**src/core/tail_tag_defines.vh**
```
// register map, fields, resets and tag layout
`ifndef TAIL_TAG_DEFINES_VH
`define TAIL_TAG_DEFINES_VH

// ====================
// register byte offsets
`define REG_CTRL          8'h00
`define REG_STATE_P1      8'h04
`define REG_STATE_P2      8'h08
`define REG_STATE_P3      8'h0c
`define REG_FLUSH         8'h10
`define REG_STATUS        8'h14
`define REG_LAST_TAG      8'h18

// ====================
// control register fields
`define CTRL_TAG_EN_LSB   0
`define CTRL_TAG_EN_MSB   2
`define CTRL_PTP_EN_BIT   8
`define CTRL_RESET        32'h0000_0000

// per-port state register: tree t occupies bits [3t+2:3t]
`define ST_TX_EN_BIT      0
`define ST_RX_EN_BIT      1
`define ST_LRN_DIS_BIT    2
`define ST_FIELD_W        3
`define ST_TREES          8
`define ST_REG_W          24
`define ST_RESET          24'h6db6db

// flush register fields
`define FLUSH_PORT_LSB    0
`define FLUSH_PORT_MSB    2
`define FLUSH_TREE_LSB    4
`define FLUSH_TREE_MSB    6

// ====================
// outgoing tag layout
`define OTAG_PTP_BIT      7
`define OTAG_PORT_W       2

// incoming tag layout
`define ITAG_LOOKUP_BIT   6
`define ITAG_BYPASS_BIT   5
`define ITAG_PRIO_MSB     4
`define ITAG_PRIO_LSB     3
`define ITAG_PORTS_MSB    2

// frame check sequence
`define FCS_BYTES         4
`define FCS_INIT          32'hffff_ffff
`define FCS_POLY          32'hedb8_8320
`define STRIP_DEPTH       3'h5

`endif

```
**src/core/fcs_byte.v**
```verilog
// one byte step of the ethernet frame check sequence
`timescale 1ns/10ps
`include "tail_tag_defines.vh"

module fcs_byte (
  input  wire [31:0] i_crc,
  input  wire [7:0]  i_data,
  output reg  [31:0] o_crc
);

  integer k;

  // ====================
  // reflected update, lsb first
  always @* begin
    o_crc = i_crc ^ {24'h000000, i_data};
    for (k = 0; k < 8; k = k + 1) begin
      o_crc = o_crc[0] ? ((o_crc >> 1) ^ `FCS_POLY) : (o_crc >> 1);
    end
  end

endmodule

```
**src/core/port_state_tail_tag.v**
```verilog
// port state control and host tail tag insert/strip
`timescale 1ns/10ps
`include "tail_tag_defines.vh"

// Behaviour
// - forwarding state forwards and learns normally
// - discarding blocks, no learning, override to host
// - flush port entries when learning disabled
// - learning state learns but blocks user traffic
// - eight trees, per-port state per tree
// - tag byte sits just before FCS
// - append ingress port tag toward host
// - tag bit 7 marks PTP timestamp present
// - bits 6:2 zero, bits 1:0 ingress port
// - strip host tag before frame leaves
// - lookup bit makes lower bits ignored
// - bits 4:0 ports/priority, bit 5 bypass
// - tagging only on the host port
// - bits 4:3 priority, bits 2:0 ports
module port_state_tail_tag (
  input  wire        i_ref_clk,
  input  wire        i_sys_rst,
  // apb slave
  input  wire        i_psel,
  input  wire        i_penable,
  input  wire        i_pwrite,
  input  wire [7:0]  i_paddr,
  input  wire [31:0] i_pwdata,
  output wire [31:0] o_prdata,
  output wire        o_pready,
  output wire        o_pslverr,
  // forwarding lookup gate
  input  wire        i_fw_valid,
  input  wire [2:0]  i_fw_tree,
  input  wire [1:0]  i_fw_src,
  input  wire [2:0]  i_fw_dst_mask,
  input  wire        i_fw_static_ovr,
  input  wire        i_fw_bypass,
  output wire        o_fw_valid,
  output wire [2:0]  o_fw_dst_mask,
  output wire        o_fw_learn,
  output wire [2:0]  o_flush_ports,
  output wire [2:0]  o_flush_tree,
  output wire        o_flush_req,
  // fabric to host port, frame without fcs
  input  wire        i_eh_valid,
  input  wire [7:0]  i_eh_data,
  input  wire        i_eh_last,
  input  wire [1:0]  i_eh_src_port,
  input  wire        i_eh_ptp,
  output wire        o_eh_ready,
  output wire        o_hx_valid,
  output wire [7:0]  o_hx_data,
  output wire        o_hx_last,
  input  wire        i_hx_ready,
  // host port to fabric, frame with tag and fcs
  input  wire        i_hr_valid,
  input  wire [7:0]  i_hr_data,
  input  wire        i_hr_last,
  output wire        o_hr_ready,
  output wire        o_hs_valid,
  output wire [7:0]  o_hs_data,
  output wire        o_hs_last,
  output wire        o_hs_lookup,
  output wire        o_hs_bypass,
  output wire [1:0]  o_hs_prio,
  output wire [2:0]  o_hs_ports,
  input  wire        i_hs_ready,
  output wire [1:0]  o_host_port,
  output wire        o_tag_on
);

  localparam E_DATA = 2'h0;
  localparam E_TAG  = 2'h1;
  localparam E_FCS  = 2'h2;
  localparam I_DATA = 1'b0;
  localparam I_FCS  = 1'b1;

  reg  [31:0] ctrl_r;
  reg  [23:0] st_r [0:2];
  reg  [15:0] tag_cnt_r;
  reg  [15:0] strip_cnt_r;
  reg  [7:0]  last_tag_r;
  reg  [31:0] rdata;
  reg         hit;
  reg  [2:0]  flush_ports_r;
  reg  [2:0]  flush_tree_r;
  reg         flush_req_r;
  reg         fw_valid_r;
  reg  [2:0]  fw_mask_r;
  reg         fw_learn_r;
  wire [71:0] st_flat;
  wire [2:0]  gate_mask;
  wire        gate_learn;
  wire [2:0]  tag_en;
  wire        tag_on;
  wire [1:0]  host;
  wire        wr;
  wire [2:0]  fl_ports;
  wire [2:0]  fl_tree;
  wire [2:0]  fl_ok;

  // ====================
  // apb slave, zero wait states
  assign wr        = i_psel & i_penable & i_pwrite;
  assign o_pready  = 1'b1;
  assign o_pslverr = i_psel & i_penable & ~hit;
  assign o_prdata  = (i_psel & i_penable & ~i_pwrite) ? rdata : 32'h0;

  // read mux and address decode
  always @* begin
    hit   = 1'b1;
    rdata = 32'h0;
    case (i_paddr)
      `REG_CTRL:     rdata = ctrl_r;
      `REG_STATE_P1: rdata = {8'h00, st_r[0]};
      `REG_STATE_P2: rdata = {8'h00, st_r[1]};
      `REG_STATE_P3: rdata = {8'h00, st_r[2]};
      `REG_FLUSH:    rdata = 32'h0;
      `REG_STATUS:   rdata = {strip_cnt_r, tag_cnt_r};
      `REG_LAST_TAG: rdata = {24'h000000, last_tag_r};
      default:       hit   = 1'b0;
    endcase
  end

  // control register, tagging off after reset
  always @(posedge i_ref_clk) begin
    if (i_sys_rst) begin
      ctrl_r <= `CTRL_RESET;
    end else if (wr && i_paddr == `REG_CTRL) begin
      ctrl_r <= {23'h000000, i_pwdata[`CTRL_PTP_EN_BIT], 5'h00,
                 i_pwdata[`CTRL_TAG_EN_MSB:`CTRL_TAG_EN_LSB]};
    end
  end

  // per-port, per-tree state registers
  genvar g;
  generate
    for (g = 0; g < 3; g = g + 1) begin : g_st
      always @(posedge i_ref_clk) begin
        if (i_sys_rst) begin
          st_r[g] <= `ST_RESET;
        end else if (wr && i_paddr == (`REG_STATE_P1 + 8'h04 * g)) begin
          st_r[g] <= i_pwdata[23:0];
        end
      end
      assign st_flat[g*`ST_REG_W +: `ST_REG_W] = st_r[g];
      assign fl_ok[g] = fl_ports[g] & st_r[g][fl_tree*`ST_FIELD_W + `ST_LRN_DIS_BIT];
    end
  endgenerate

  // ====================
  // host port selection, lowest enabled port wins if misprogrammed
  assign tag_en      = ctrl_r[`CTRL_TAG_EN_MSB:`CTRL_TAG_EN_LSB];
  assign tag_on      = |tag_en;
  assign host        = tag_en[0] ? 2'h0 : (tag_en[1] ? 2'h1 : 2'h2);
  assign o_host_port = host;
  assign o_tag_on    = tag_on;

  // flush only ports with learning disabled in that tree
  assign fl_ports = i_pwdata[`FLUSH_PORT_MSB:`FLUSH_PORT_LSB];
  assign fl_tree  = i_pwdata[`FLUSH_TREE_MSB:`FLUSH_TREE_LSB];
  always @(posedge i_ref_clk) begin
    if (i_sys_rst) begin
      flush_req_r   <= 1'b0;
      flush_ports_r <= 3'h0;
      flush_tree_r  <= 3'h0;
    end else begin
      flush_req_r <= wr && i_paddr == `REG_FLUSH && (|fl_ok);
      if (wr && i_paddr == `REG_FLUSH) begin
        flush_ports_r <= fl_ok;
        flush_tree_r  <= fl_tree;
      end
    end
  end
  assign o_flush_req   = flush_req_r;
  assign o_flush_ports = flush_ports_r;
  assign o_flush_tree  = flush_tree_r;

  // ====================
  // forwarding gate, one cycle latency
  tree_gate u_gate (
    .i_states     (st_flat),
    .i_tree       (i_fw_tree),
    .i_src        (i_fw_src),
    .i_dst_mask   (i_fw_dst_mask),
    .i_host       (host),
    .i_tag_on     (tag_on),
    .i_static_ovr (i_fw_static_ovr),
    .i_bypass     (i_fw_bypass),
    .o_dst_mask   (gate_mask),
    .o_learn      (gate_learn)
  );

  always @(posedge i_ref_clk) begin
    if (i_sys_rst) begin
      fw_valid_r <= 1'b0;
      fw_mask_r  <= 3'h0;
      fw_learn_r <= 1'b0;
    end else begin
      fw_valid_r <= i_fw_valid;
      fw_mask_r  <= i_fw_valid ? gate_mask : 3'h0;
      fw_learn_r <= i_fw_valid & gate_learn;
    end
  end
  assign o_fw_valid    = fw_valid_r;
  assign o_fw_dst_mask = fw_mask_r;
  assign o_fw_learn    = fw_learn_r;

  // ====================
  // toward host: data, then tag, then fresh fcs
  reg  [1:0]  e_st_r;
  reg  [1:0]  e_fc_r;
  reg  [7:0]  e_tag_r;
  reg  [31:0] e_crc_r;
  reg         hx_valid_r;
  reg  [7:0]  hx_data_r;
  reg         hx_last_r;
  reg         e_have;
  reg  [7:0]  e_byte;
  wire        e_adv;
  wire        e_load;
  wire [31:0] e_crc_nxt;
  wire [31:0] e_fcs;

  assign e_adv      = ~hx_valid_r | i_hx_ready;
  assign o_eh_ready = e_adv & (e_st_r == E_DATA);
  assign e_load     = e_adv & e_have;
  assign e_fcs      = ~e_crc_r;

  // next byte toward the host
  always @* begin
    e_have = 1'b0;
    e_byte = 8'h00;
    case (e_st_r)
      E_DATA: begin
        e_have = i_eh_valid;
        e_byte = i_eh_data;
      end
      E_TAG: begin
        e_have = 1'b1;
        e_byte = e_tag_r;
      end
      E_FCS: begin
        e_have = 1'b1;
        e_byte = e_fcs[e_fc_r*8 +: 8];
      end
      default: begin
        e_have = 1'b0;
      end
    endcase
  end

  fcs_byte u_efcs (
    .i_crc  (e_crc_r),
    .i_data (e_byte),
    .o_crc  (e_crc_nxt)
  );

  // egress sequencing and output register
  always @(posedge i_ref_clk) begin
    if (i_sys_rst) begin
      e_st_r     <= E_DATA;
      e_fc_r     <= 2'h0;
      e_tag_r    <= 8'h00;
      e_crc_r    <= `FCS_INIT;
      hx_valid_r <= 1'b0;
      hx_data_r  <= 8'h00;
      hx_last_r  <= 1'b0;
      tag_cnt_r  <= 16'h0000;
    end else begin
      if (e_adv) begin
        hx_valid_r <= e_have;
        hx_data_r  <= e_byte;
        hx_last_r  <= (e_st_r == E_FCS) && (e_fc_r == 2'h3);
      end
      if (e_load && e_st_r != E_FCS) begin
        e_crc_r <= e_crc_nxt;
      end
      case (e_st_r)
        E_DATA: begin
          if (e_load && i_eh_last) begin
            // ptp flag, reserved zeros, ingress port code
            e_tag_r <= {ctrl_r[`CTRL_PTP_EN_BIT] & i_eh_ptp, 5'h00,
                        i_eh_src_port};
            e_st_r  <= tag_on ? E_TAG : E_FCS;
          end
        end
        E_TAG: begin
          if (e_load) begin
            e_st_r    <= E_FCS;
            tag_cnt_r <= tag_cnt_r + 16'h0001;
          end
        end
        E_FCS: begin
          if (e_load) begin
            e_fc_r <= e_fc_r + 2'h1;
            if (e_fc_r == 2'h3) begin
              e_st_r  <= E_DATA;
              e_crc_r <= `FCS_INIT;
            end
          end
        end
        default: e_st_r <= E_DATA;
      endcase
    end
  end
  assign o_hx_valid = hx_valid_r;
  assign o_hx_data  = hx_data_r;
  assign o_hx_last  = hx_last_r;

  // ====================
  // from host: hold five bytes back, drop tag and old fcs, add new fcs
  reg         i_st_r;
  reg  [1:0]  i_fc_r;
  reg  [39:0] sr_r;
  reg  [2:0]  sr_cnt_r;
  reg  [31:0] i_crc_r;
  reg         hs_valid_r;
  reg  [7:0]  hs_data_r;
  reg         hs_last_r;
  reg  [7:0]  itag_r;
  reg         i_have;
  reg  [7:0]  i_byte;
  wire        i_adv;
  wire        i_take;
  wire        sr_full;
  wire [31:0] i_crc_nxt;
  wire [31:0] i_fcs;

  assign i_adv      = ~hs_valid_r | i_hs_ready;
  assign o_hr_ready = i_adv & (i_st_r == I_DATA);
  assign i_take     = i_hr_valid & o_hr_ready;
  assign sr_full    = (sr_cnt_r == `STRIP_DEPTH);
  assign i_fcs      = ~i_crc_r;

  // next byte toward the fabric
  always @* begin
    i_have = 1'b0;
    i_byte = 8'h00;
    if (i_st_r == I_FCS) begin
      i_have = 1'b1;
      i_byte = i_fcs[i_fc_r*8 +: 8];
    end else if (!tag_on) begin
      i_have = i_hr_valid;
      i_byte = i_hr_data;
    end else begin
      i_have = i_hr_valid & sr_full;
      i_byte = sr_r[39:32];
    end
  end

  fcs_byte u_ifcs (
    .i_crc  (i_crc_r),
    .i_data (i_byte),
    .o_crc  (i_crc_nxt)
  );

  // strip sequencing and output register
  always @(posedge i_ref_clk) begin
    if (i_sys_rst) begin
      i_st_r      <= I_DATA;
      i_fc_r      <= 2'h0;
      sr_r        <= 40'h0;
      sr_cnt_r    <= 3'h0;
      i_crc_r     <= `FCS_INIT;
      hs_valid_r  <= 1'b0;
      hs_data_r   <= 8'h00;
      hs_last_r   <= 1'b0;
      itag_r      <= 8'h00;
      last_tag_r  <= 8'h00;
      strip_cnt_r <= 16'h0000;
    end else begin
      if (i_adv) begin
        hs_valid_r <= i_have;
        hs_data_r  <= i_byte;
        hs_last_r  <= (i_st_r == I_FCS) ? (i_fc_r == 2'h3) : (!tag_on && i_hr_last);
      end
      if (i_st_r == I_FCS) begin
        if (i_adv) begin
          i_fc_r <= i_fc_r + 2'h1;
          if (i_fc_r == 2'h3) begin
            i_st_r  <= I_DATA;
            i_crc_r <= `FCS_INIT;
          end
        end
      end else if (i_take && tag_on) begin
        if (sr_full) begin
          i_crc_r <= i_crc_nxt;
        end
        sr_r     <= {sr_r[31:0], i_hr_data};
        sr_cnt_r <= sr_full ? sr_cnt_r : sr_cnt_r + 3'h1;
        if (i_hr_last) begin
          sr_cnt_r <= 3'h0;
          if (sr_full) begin
            // tag is fifth byte from the end
            itag_r      <= sr_r[31:24];
            last_tag_r  <= sr_r[31:24];
            strip_cnt_r <= strip_cnt_r + 16'h0001;
            i_st_r      <= I_FCS;
          end else begin
            i_crc_r <= `FCS_INIT;
          end
        end
      end
    end
  end

  // decoded host tag, valid with the new fcs bytes
  assign o_hs_lookup = itag_r[`ITAG_LOOKUP_BIT];
  assign o_hs_bypass = ~itag_r[`ITAG_LOOKUP_BIT] & itag_r[`ITAG_BYPASS_BIT];
  assign o_hs_prio   = itag_r[`ITAG_LOOKUP_BIT] ? 2'h0 :
                       itag_r[`ITAG_PRIO_MSB:`ITAG_PRIO_LSB];
  assign o_hs_ports  = itag_r[`ITAG_LOOKUP_BIT] ? 3'h0 : itag_r[`ITAG_PORTS_MSB:0];
  assign o_hs_valid  = hs_valid_r;
  assign o_hs_data   = hs_data_r;
  assign o_hs_last   = hs_last_r;

endmodule

```
**src/core/tree_gate.v**
```verilog
// spanning tree forwarding gate for one lookup result
`timescale 1ns/10ps
`include "tail_tag_defines.vh"

module tree_gate (
  input  wire [71:0] i_states,
  input  wire [2:0]  i_tree,
  input  wire [1:0]  i_src,
  input  wire [2:0]  i_dst_mask,
  input  wire [1:0]  i_host,
  input  wire        i_tag_on,
  input  wire        i_static_ovr,
  input  wire        i_bypass,
  output wire [2:0]  o_dst_mask,
  output wire        o_learn
);

  wire [2:0] fld [0:2];
  wire [2:0] src_f;
  wire       src_host;
  wire       src_fwd;
  wire       src_lrn_st;

  // ====================
  // per-port field of the selected tree, one of eight
  genvar p;
  generate
    for (p = 0; p < 3; p = p + 1) begin : g_port
      wire p_host;
      assign fld[p] = i_states[p*`ST_REG_W + i_tree*`ST_FIELD_W +: `ST_FIELD_W];
      assign p_host = i_tag_on & (i_host == p);
      // host takes learning/override traffic, others need forwarding; from the host, others need tx enable, learning or bypass
      assign o_dst_mask[p] = i_dst_mask[p] & (i_src != p) &
        (p_host   ? (src_fwd | src_lrn_st | i_static_ovr) :
         src_host ? (fld[p][`ST_TX_EN_BIT] | ~fld[p][`ST_LRN_DIS_BIT] | i_bypass) :
                    (src_fwd & fld[p][`ST_TX_EN_BIT]));
    end
  endgenerate

  // ====================
  // source port classification
  assign src_f      = (i_src == 2'h3) ? 3'h4 : fld[i_src];
  assign src_host   = i_tag_on & (i_src == i_host);
  assign src_fwd    = src_host | src_f[`ST_RX_EN_BIT];
  assign src_lrn_st = ~src_f[`ST_LRN_DIS_BIT] & ~src_f[`ST_RX_EN_BIT];
  assign o_learn    = ~src_f[`ST_LRN_DIS_BIT];

endmodule

```
**config.mk**
```make
export PLATFORM = sky130hd
export DESIGN_NAME = port_state_tail_tag
export DESIGN_NICKNAME = d
export VERILOG_FILES = /design/src/core/fcs_byte.v /design/src/core/port_state_tail_tag.v /design/src/core/tree_gate.v
export VERILOG_INCLUDE_DIRS = /design/src /design/src/core
export SDC_FILE = /design/constraint.sdc
export NUM_CORES = 1
export LEC_CHECK = 0
export ABC_AREA = 1
export BUFFER_PORTS_ARGS = -buffer_cell sky130_fd_sc_hd__buf_2
export CAP_MARGIN = 20
export CORE_MARGIN = 2
export CORE_UTILIZATION = 39
export CTS_CLUSTER_DIAMETER = 50
export DETAILED_ROUTE_END_ITERATION = 7
export SKIP_LAST_GASP = 1
export SLEW_MARGIN = 20
export SYNTH_ARGS = -nofsm -noshare
export SYNTH_HDL_FRONTEND = slang
export SYNTH_SLANG_ARGS = --single-unit
```
**constraint.sdc**
```tcl
create_clock -name i_ref_clk -period 5.5 [get_ports i_ref_clk]
set_input_delay 0.275 -clock i_ref_clk [delete_from_list [all_inputs] [get_ports i_ref_clk]]
set_output_delay 0.275 -clock i_ref_clk [all_outputs]
set_load 0.01 [all_outputs]
```
==> flow_summary.json <==
{
  "yosysTopAreaCell": "dfxtp_1",
  "synth-seq-cells": 265,
  "drtAntennaViolNets": 0,
  "postLayoutCoreUtil_pct": 45.5,
  "start_util_pct": 39.3,
  "clock_sinks": 265,
  "wire_per_inst_um": 18.3,
  "synth_nets": 2460,
  "ys_warn_count": 0,
  "finalClockSkew_ns": 0.0277,
  "fin_crit_sh_pct": 60.4,
  "rows": 74,
  "drt_wl_total_um": 55400,
  "slew-limit-headroom_pct": 28.7,
  "synthTopCellsByArea": "dfxtp_1, nand2_1, edfxtp_1",
  "required_ns": 5.22,
  "dp_hpwl_um": 38700,
  "path_delay_family": "simple AND/OR/NAND/NOR gates",
  "timing.fmax_ghz": 0.301,
  "drtIter0Drc": 1459,
  "fp.dieH_um": 206,
  "ys_seq_area_share_pct": 37.8,
  "crit_chain": "buf_2 -> nor2_1 -> nand2_1 -> nor2_1 -> nand2_1 -> o2111ai_1 -> nand2_1 -> a21oi_1 -> buf_2",
  "seq_area_um2": 6030,
  "rsz0062_at_grt": "false",
  "power_density_nw_per_um2": 377,
  "worst_pin_slew_ns": 1.07,
  "die_x_um": 206,
  "syn_inst": 2364,
  "syn_area_um2": 15900,
  "io_pins": 159,
  "critical_path.slowest_cell": "nor2_1",
  "finalHoldViolations": 0,
  "port-buffer-count": 149,
  "cp_max_fo": 12,
  "path_clk_slew_ns": 0.05,
  "cp_num_buf_inv": 2,
  "cap_violations": 0,
  "ir_worst_vdd_mv": 0.326,
  "most-common-layout-cells": "nand2_1, inv_1, o21ai_0",
  "core_region_area_um2": 40600,
  "avgSynthCellArea_um2": 6.74,
  "tritoncts": "built",
  "setup_viol": 0,
  "arrival_ns": 3.05,
  "gp_congestion": 0.966,
  "cts_max_level": 2,
  "critPathMaxStageDelay_ns": 0.72,
  "fill_cells": 4227,
  "final_nets": 2566,
  "ys_types": 54,
  "syn2layout_area_growth_pct": 15.7,
  "grt_pass1_wl_um": 85300,
  "hp-class": "primary input to flop",
  "critPathKind": "primary input to primary output",
  "layout-drive-gt1-share_pct": 12.0,
  "multi_input_area_um2": 8380,
  "status": "completed",
  "yosysTopAreaCellShare_pct": 24.2,
  "cts-root-buf": "clkbuf_16",
  "grt_pass1_vias": 15100,
  "cts_resized": 0,
  "detailedRoute.firstPassIterationCount": 6,
  "tns_ns": 0,
  "layout_min_cycle_time_ns": 3.32,
  "via_count": 16500,
  "p_leak_nw": 8.31,
  "die_area_um2": 42500,
  "layout_commonest_cell": "nand2_1",
  "worstSetupStartpointType": "primary input",
  "clock_latency_ns": 0.56,
  "worstSetupEndpointType": "primary output",
  "grt_max_degree": 69,
  "drv_slew": 0,
  "overflow": 0,
  "avgViaCountPerCell": 5.44,
  "num_antenna_cells": 0,
  "clk_path_buf_depth": 3,
  "numCtsBuffers": 37,
  "drc_errors": 0,
  "path_common_cell": "nand2_1",
  "grtUsageTotal_pct": 25.9,
  "antenna_found_initial": 0
}
-- worst paths after layout --
path / startpoint / endpoint / slack [ns] / cells after the start
setup / recovery: i_paddr[7] / o_prdata[3] / 2.18 / 9
hold / removal: i_hr_data[5] / sr_r[5] / 0.02 / 3
setup reg to reg: ctrl_r[2] / i_crc_r[23] / 2.22 / 16
hold reg to reg: sr_r[37] / sr_r[37] / 0.46 / 2
-- cell type report --
type | instances | share of cell area [%]
multi-input cells | 1704 | 45.5
flip-flops and latches | 265 | 32.7
clock inverters | 23 | 1.53
clock buffers | 45 | 5.41
inverters | 279 | 5.69
repair buffers | 183 | 5.62
well taps | 532 | 3.61
-- repair_timing --
action	4_1_cts	5_1_grt
endpoints found under the hold margin	20	0
hold buffers	14	0
setup buffers	0	0
setup endpoints to repair	0	0
-- metal layers --
layer,wire length (um),GRT usage [%],vias to the layer above
li1,-,-,8069
met1,24800,35.7,7650
met2,24300,40.4,663
met3,4390,3.89,93
met4,1960,10.9,0
met5,0,0,-
-- state kept, by name (all words and copies together) (netlist names), 2 cells and up --
signal and count:
e_tag_r 3, e_st_r 2, i_crc_r 32, e_fc_r 2, st_r 72, sr_cnt_r 3
e_crc_r 32, o_flush_ports 3, i_fc_r 2, ctrl_r 4, tag_cnt_r 16, sr_r 40
o_hx_data 8, strip_cnt_r 16, itag_r 8, o_flush_tree 3, o_fw_dst_mask 3, o_hs_data 8
-- through the flow --
step                cells  cell area, um2  power, mW  hold WS, ns  worst slack [ns]
detailed placement   2949           17000       4.45        0.455              1.99
global placement     2949           17000       4.42        0.443              2.03
finish               3031           18400       6.96       0.0207              2.18
floorplan            2364           15900       3.91        0.409              3.04
CTS                  3031           18400       6.98      0.00258              2.26
global route         3031           18400       7.39       0.0357              1.89
-- synthesized netlist by cell type, drive strengths merged --
cell type  instances
nand2b             3
ha                15
o21a               5
a211oi             4
o211ai            45
clkbuf            85
a31oi              5
o21ai            253
nor3b              2
nor4               4
o32ai              1
a21oi            182
nand4              9
a32o               2
a221oi            22
conb               1
o31ai              1
nand3b             7
nand3            225
o2111ai            3
or2                3
a32oi              2
o21bai             7
edfxtp            72
xnor2              8
o22ai             13
nor3              28
dfxtp            193
o221ai             2
inv              274
buf               31
o31a               1
o311ai             2
nand2            606
clkinv             5
xor2              37
nor2             206
-- tightest hold or removal path, stage by stage --
cell and delay (ns):
buf_2 0.08, inv_1 0.06, a21oi_1 0.11
-- where the power goes --
part / internal (mW) / leakage, nW / switching, mW
combinational: 0.680 / 5.42 / 1.48
sequential: 2.17 / 2.28 / 0.124
clock: 1.51 / 0.613 / 0.993
total: 4.36 / 8.31 / 2.60
-- cells by family (layout without fill, tap and decap cells) --
| kind of cell | Yosys count | count (layout) | synth area share [%] |
|---|---|---|---|
| xor+xnor | 45 | 45 | 2.52 |
| fa+ha+maj | 15 | 15 | 1.18 |
| simple gates | 1093 | 1093 | 29.5 |
| other cells | 1 | 1 | 0.0235 |
| flops | 265 | 265 | 37.8 |
| buf+inv | 395 | 530 | 9.75 |
| compound gates | 550 | 550 | 19.3 |
Note: power is estimated with default switching activity, not from simulation.
